<file path="src/include/smc_pkg.sv">
// Package: register map, field layout and reset values of the serial mode block
package smc_pkg;
   // ****************************************
   // Register offsets (byte addresses)
   // ****************************************
   localparam logic [11:0] ADDR_FRAME_SETUP = 12'hF63;
   localparam logic [11:0] ADDR_RELOAD_HIGH = 12'hF66;
   localparam logic [11:0] ADDR_RELOAD_LOW  = 12'hF67;
   localparam logic [11:0] ADDR_STATUS      = 12'hF62;
   // ****************************************
   // Field positions of serial_frame_setup
   // ****************************************
   localparam int PEEK_BIT  = 5;
   localparam int LEN_HI    = 4;
   localparam int LEN_LO    = 2;
   localparam int DIR_BIT   = 1;
   localparam int LEVEL_BIT = 0;
   localparam logic [7:0] SETUP_WR_MASK = 8'h3F;
   // ****************************************
   // Reset values
   // ****************************************
   localparam logic [7:0] SETUP_RESET  = 8'h00;
   localparam logic [7:0] RELOAD_RESET = 8'hFF;
   localparam logic [2:0] LEN_CODE_8   = 3'h0;
   localparam logic [3:0] LEN_BITS_8   = 4'h8;
   // ****************************************
   // Status bit positions
   // ****************************************
   localparam int STAT_ACTIVE_BIT = 1;
   localparam int STAT_SEL_BIT    = 0;
   typedef enum logic [1:0] {
      RD_IDLE  = 2'b01,
      RD_VALID = 2'b10
   } smc_rd_t;
endpackage

</file>
<file path="src/logic/smc_reload_reg.sv">
// Module: one byte of the rate reload value with its software write port
`timescale 1ns/100ps
module smc_reload_reg (
   // Clock and reset
   input  wire logic       sys_clk,
   input  wire logic       rst,
   // Write port
   input  wire logic       wr_en,
   input  wire logic [7:0] wr_data,
   // Stored byte
   output logic [7:0]      value_r
);
   always_ff @(posedge sys_clk or posedge rst) begin
      if (rst) begin
         value_r <= smc_pkg::RELOAD_RESET;
      end else if (wr_en) begin
         value_r <= wr_data;
      end
   end
endmodule

</file>
<file path="src/logic/smc_len_decode.sv">
// Module: character-length code to bit count, registered
`timescale 1ns/100ps
module smc_len_decode (
   // Clock and reset
   input  wire logic       sys_clk,
   input  wire logic       rst,
   // Length code
   input  wire logic [2:0] len_code,
   // Bits per character
   output logic [3:0]      bit_count_r
);
   wire logic [3:0] bit_count_nxt;
   // Code zero stands for a full byte
   assign bit_count_nxt = (len_code == smc_pkg::LEN_CODE_8) ? smc_pkg::LEN_BITS_8
                                                          : {1'b0, len_code};
   always_ff @(posedge sys_clk or posedge rst) begin
      if (rst) begin
         bit_count_r <= smc_pkg::LEN_BITS_8;
      end else begin
         bit_count_r <= bit_count_nxt;
      end
   end
endmodule

</file>
<file path="src/logic/smc_mode_top.sv">
// Module: mode register, reload bytes, counter peek and status of the serial unit
// Operation
// - One mode register sets character length and select pin direction and level.
// - Peek clear: reload locations read back stored reload bytes.
// - Peek set: reload locations read live counter high and low, unlatched.
// - Length code 000 means eight bits, 001 to 111 one to seven.
// - Direction bit zero: select pin is input, never driven.
// - Direction bit one: select pin driven, only while master.
// - Output and master: pin low for level 0, high for level 1.
// - Level bit ignored when pin is input or unit is slave.
// - Reload value is high byte over low byte, sixteen bits.
`timescale 1ns/100ps
module smc_mode_top (
   // Clock and reset
   input  wire logic        sys_clk,
   input  wire logic        rst,
   // Register port
   input  wire logic [11:0] reg_addr,
   input  wire logic [7:0]  reg_wdata,
   input  wire logic        reg_wr,
   input  wire logic        reg_rd,
   output logic [7:0]       reg_rdata,
   // Unit state
   input  wire logic        master_mode,
   input  wire logic        xfer_busy,
   input  wire logic [15:0] rate_count,
   // Select pin
   input  wire logic        sel_pin_in,
   output logic             sel_pin_out,
   output logic             sel_pin_oe_n,
   // Configuration to the shifter and rate generator
   output logic [3:0]       char_bits,
   output logic [15:0]      rate_reload
);
   // ****************************************
   // Register state
   // ****************************************
   logic [7:0]       serial_frame_setup_r;
   logic [7:0]       reload_high;
   logic [7:0]       reload_low;
   logic [7:0]       rdata_r;
   logic             sel_out_r;
   logic             sel_oe_n_r;
   logic [15:0]      reload_r;
   logic             sel_in_r;
   smc_pkg::smc_rd_t rd_state_r;
   // ****************************************
   // Address decode
   // ****************************************
   wire logic hit_setup;
   wire logic hit_high;
   wire logic hit_low;
   wire logic hit_status;
   wire logic wr_setup;
   wire logic wr_high;
   wire logic wr_low;
   assign hit_setup  = (reg_addr == smc_pkg::ADDR_FRAME_SETUP);
   assign hit_high   = (reg_addr == smc_pkg::ADDR_RELOAD_HIGH);
   assign hit_low    = (reg_addr == smc_pkg::ADDR_RELOAD_LOW);
   assign hit_status = (reg_addr == smc_pkg::ADDR_STATUS);
   assign wr_setup   = reg_wr && hit_setup;
   assign wr_high    = reg_wr && hit_high;
   assign wr_low     = reg_wr && hit_low;
   // ****************************************
   // Mode register
   // ****************************************
   wire logic       peek_en;
   wire logic [2:0] char_length_field;
   wire logic       select_pin_direction;
   wire logic       select_pin_level;
   assign peek_en              = serial_frame_setup_r[smc_pkg::PEEK_BIT];
   assign char_length_field    = serial_frame_setup_r[smc_pkg::LEN_HI:smc_pkg::LEN_LO];
   assign select_pin_direction = serial_frame_setup_r[smc_pkg::DIR_BIT];
   assign select_pin_level     = serial_frame_setup_r[smc_pkg::LEVEL_BIT];
   always_ff @(posedge sys_clk or posedge rst) begin
      if (rst) begin
         serial_frame_setup_r <= smc_pkg::SETUP_RESET;
      end else if (wr_setup) begin
         // Top two bits are reserved and never stored
         serial_frame_setup_r <= reg_wdata & smc_pkg::SETUP_WR_MASK;
      end
   end
   // ****************************************
   // Reload bytes
   // ****************************************
   smc_reload_reg u_high (
      .sys_clk (sys_clk),
      .rst     (rst),
      .wr_en   (wr_high),
      .wr_data (reg_wdata),
      .value_r (reload_high)
   );
   smc_reload_reg u_low (
      .sys_clk (sys_clk),
      .rst     (rst),
      .wr_en   (wr_low),
      .wr_data (reg_wdata),
      .value_r (reload_low)
   );
   always_ff @(posedge sys_clk or posedge rst) begin
      if (rst) begin
         reload_r <= {smc_pkg::RELOAD_RESET, smc_pkg::RELOAD_RESET};
      end else begin
         reload_r <= {reload_high, reload_low};
      end
   end
   assign rate_reload = reload_r;
   // ****************************************
   // Character length
   // ****************************************
   smc_len_decode u_len (
      .sys_clk     (sys_clk),
      .rst         (rst),
      .len_code    (char_length_field),
      .bit_count_r (char_bits)
   );
   // ****************************************
   // Select pin drive
   // ****************************************
   wire logic sel_drive;
   assign sel_drive = select_pin_direction && master_mode;
   always_ff @(posedge sys_clk or posedge rst) begin
      if (rst) begin
         sel_oe_n_r <= 1'b1;
         sel_out_r  <= 1'b1;
      end else begin
         sel_oe_n_r <= !sel_drive;
         sel_out_r  <= sel_drive ? select_pin_level : 1'b1;
      end
   end
   assign sel_pin_out  = sel_out_r;
   assign sel_pin_oe_n = sel_oe_n_r;
   // ****************************************
   // Status
   // ****************************************
   // Outside slave operation the input reads as deasserted
   always_ff @(posedge sys_clk or posedge rst) begin
      if (rst) begin
         sel_in_r <= 1'b1;
      end else begin
         sel_in_r <= master_mode ? 1'b1 : sel_pin_in;
      end
   end
   // ****************************************
   // Read path
   // ****************************************
   // Counter bytes are taken live; a two-byte peek may straddle a carry
   wire logic [7:0] high_view;
   wire logic [7:0] low_view;
   wire logic [7:0] status_view;
   wire logic [7:0] rdata_nxt;
   assign high_view   = peek_en ? rate_count[15:8] : reload_high;
   assign low_view    = peek_en ? rate_count[7:0] : reload_low;
   assign status_view = {6'h00, xfer_busy, sel_in_r};
   assign rdata_nxt   = !reg_rd    ? 8'h00 :
                        hit_setup  ? serial_frame_setup_r :
                        hit_high   ? high_view :
                        hit_low    ? low_view :
                        hit_status ? status_view : 8'h00;
   always_ff @(posedge sys_clk or posedge rst) begin
      if (rst) begin
         rdata_r    <= 8'h00;
         rd_state_r <= smc_pkg::RD_IDLE;
      end else begin
         rdata_r    <= rdata_nxt;
         rd_state_r <= reg_rd ? smc_pkg::RD_VALID : smc_pkg::RD_IDLE;
      end
   end
   assign reg_rdata = rdata_r;
endmodule

</file>
<file path="config.mk">
export PLATFORM = sky130hd
export DESIGN_NAME = smc_mode_top
export DESIGN_NICKNAME = d
export VERILOG_FILES = /design/src/include/smc_pkg.sv /design/src/logic/smc_reload_reg.sv /design/src/logic/smc_len_decode.sv /design/src/logic/smc_mode_top.sv
export SDC_FILE = /design/constraint.sdc
export NUM_CORES = 1
export LEC_CHECK = 0
export ABC_AREA = 1
export BUFFER_PORTS_ARGS = -buffer_cell sky130_fd_sc_hd__buf_2
export CELL_PAD_IN_SITES_DETAIL_PLACEMENT = 1
export CELL_PAD_IN_SITES_GLOBAL_PLACEMENT = 1
export CORE_ASPECT_RATIO = 0.8
export CORE_MARGIN = 3
export CORE_UTILIZATION = 41
export DETAILED_ROUTE_END_ITERATION = 7
export HOLD_SLACK_MARGIN = 0.03
export PLACE_DENSITY = 0.8
export SLEW_MARGIN = 20
export SYNTH_ARGS = -nofsm -noshare
export SYNTH_HDL_FRONTEND = slang
export SYNTH_SLANG_ARGS = --single-unit
</file>
<file path="constraint.sdc">
create_clock -name sys_clk -period 3.7 [get_ports sys_clk]
set_input_delay 0.37 -clock sys_clk [delete_from_list [all_inputs] [get_ports sys_clk]]
set_output_delay 0.37 -clock sys_clk [all_outputs]
set_load 0.01 [all_outputs]
</file>
==> metrics.txt <==
outcome completed; Clock Latency Late Sink 0.30 ns; Clock Skew 0.001189 ns; largest family of logic cells by synthesized area simple AND/OR/NAND/NOR gates; Seq/Total Area, Yosys 58.27%; CP startpoint kind flop; Setup Crit Path Kind reg -> reg; CP Cell Sequence inv_1 > nand2_1 > nand2_1 > nand2_1 > nand2_1 > o21ai_1 > inv_1; simple logic cell fraction of the synthesized area 21.74%; final worst path period share 49.60%; most common cell in the netlist nand2_1; TritonCTS Buffers 5; Routed WL 5.657 mm; top post-synthesis cells by count nand2_1 (68), dfstp_2 (36), o21ai_2 (22); hold-fix buffers at CTS 0; maximum clock path buffer count 2; first-pass GRT wire length 9.280 mm; fraction of registers with async set/reset 100.0%; Via density 4.668; Synth Flop Type dfstp_2; post-synth top area share 40.19%; Sequential Power Share 61.2%; WP data arrival 2.03 ns; die area 0.006691 sq mm; dpl hpwl 4.280 mm; IO Pins 73; post-synthesis mux area share 0.8506%; via count 1802; drt initial violations 22; Worst-Margin Slew 0.8559 ns; Sink Count 53; Peak VDD IR 0.1961 mV; DRT Pass-1 Iters 4; Adder-Cell Fraction of Synth Area 0%; Final setup viols 0; top cells by area, synth dfstp_2 (40%), dfrtp_1 (18%), nand2_1 (11%); core area 0.005495 sq mm; Distinct cells, synth 26; PostCTS Resize Cnt 0; fmax 544.9 MHz; min Tclk post-route 1.835 ns; Worst setup EP type flop; Pleak 1.476 nW; Die H 73.77 um; total gr overflow 0; CTS tree built; clock power share 32.7%; wire length per cell 14.66 um; Yosys warning count 0; max_cap viols 0; pwr dens 339.1 mW/mm^2; final hold vios 0; Fin Setup TNS 0 ns; worst rel slew slack 42.88%; Starting Density 42.83%; Psw 220.7 uW; CP Max Fanout 18; Post-Synthesis Net Count 281; slowest stage cell on the critical path dfrtp_1; H-tree depth 2; mean post-synth cell area 9.889 sq um; Clock transition at path regs 0.09 ns; clock root buffer clkbuf_8; Design Power 959.0 uW; IO buf count 72; Int Pwr 738.2 uW; r2r startpoint serial_frame_setup_r[5]; type of the tightest min-delay check in -> async; initial antenna violation count 0; row cnt 24; Die X 90.71 um; FF-to-FF setup slack 1.86 ns; XOR/XNOR Fraction of Synth Area 0%; gate count of the mapped netlist 238; Post-Syn Area 0.002354 sq mm; Syn-to-layout area delta 20.15%; complex-gate fraction of the synthesized area 12.23%; vias in the first global route 1936; Antenna diodes 0; reg2reg end reg_rdata[3]; cell mode on critical path nand2_1; antenna viol nets, final 0; critical path data required time 3.90 ns; Post-synth EDFFs 0; cell taking the most area after synthesis dfstp_2; post-CTS setup buffers 0; Comb pwr share 6.0%; register bit total from synthesis 53; CP peak stage delay 0.73 ns; unrepaired setup endpoints after global routing false; Global Route Usage Sum 17.89%; worst-case reg-to-reg path depth 7; sw frac 23.02%; layout cells sized above 1 53.25%; nets@finish 350; DRC Markers 0; largest net degree at the start of global routing 54; max-slew violation count 0; Placer Congestion 0.8244
[routing by layer]
layer  up-vias  routed length (um)  global-route usage [%]
met3         9                 201                   3.787
met1       881                2442                   21.84
li1        876                   -                       -
met2        36                2938                   32.54
met5         -                   0                       0
met4         0                  75                   4.754
[area by class of cell]
cell class	instances	area (sq um)
clock buffers	5	68.82
fillers	670	2668
clock inverters	3	17.52
flip-flops and latches	53	1371
repair buffers	72	360.3
well taps	78	97.59
inverters	24	92.59
multi-input cells	151	819.5
[worst max path at each step]
stage / from / end / slack [ns]
finish: serial_frame_setup_r[5] / reg_rdata[3] / 1.86
CTS: serial_frame_setup_r[5] / reg_rdata[3] / 1.85
floorplan: rst / reg_rdata[0] / 2.10
global placement: reg_addr[4] / serial_frame_setup_r[3] / 1.97
detailed placement: serial_frame_setup_r[5] / reg_rdata[3] / 1.90
global route: serial_frame_setup_r[5] / reg_rdata[3] / 1.67
[through the flow]
stage / setup WS, ns / hold slack, ns / area [sq um] / utilization, % / instances
global route: 1.668 / 0.2206 / 2828 / 51.46 / 386
detailed placement: 1.905 / 0.3658 / 2740 / 49.86 / 378
global placement: 1.968 / 0.3707 / 2740 / 49.86 / 378
finish: 1.865 / 0.2085 / 2828 / 51.46 / 386
CTS: 1.847 / 0.2087 / 2826 / 51.43 / 386
floorplan: 2.103 / 0.3579 / 2354 / - / 238
[worst max-delay path, delay by kind of cell, from the launching register on]
kind | cells | cell delay (ns)
buffers and inverters | 2 | 0.47
AND/OR/NAND/NOR | 4 | 0.36
flip-flops | 1 | 0.73
AO/OA/AOI/OAI | 1 | 0.16
[power groups by stage]
stage	clock network (mW)	logic, mW	registers, mW
floorplan	0	0.0258	0.597
global placement	0	0.0583	0.597
detailed placement	0	0.0593	0.597
CTS	0.325	0.0598	0.587
global route	0.351	0.0658	0.588
finish	0.314	0.0580	0.587
[flip-flops by register name, indices dropped and copies added (netlist names)]
signal / flops
serial_frame_setup_r: 6
reg_rdata: 8
sel_pin_out: 1
sel_pin_oe_n: 1
sel_in_r: 1
rate_reload: 16
u_high.value_r: 8
u_low.value_r: 8
u_len.bit_count_r: 4
[cells in the final DEF (no fill, tap or decap), drive strengths merged]
cell type,instances
o21ai,31
clkbuf,5
a21oi,10
nor3,2
nand3,4
inv,22
buf,72
dfrtp,17
clkinv,4
nand4,1
nand2,81
or2,4
mux2i,2
clkinvlp,1
nor2,16
dfstp,36
[cells by family (layout without fill, tap and decap cells)]
kind of cell | Yosys count | count (layout)
DFF | 53 | 53
muxes | 2 | 2
buffers and inverters | 34 | 104
AOI/OAI and AO/OA | 41 | 41
and+or+nand+nor | 108 | 108
(Power assumes the default switching activity.)
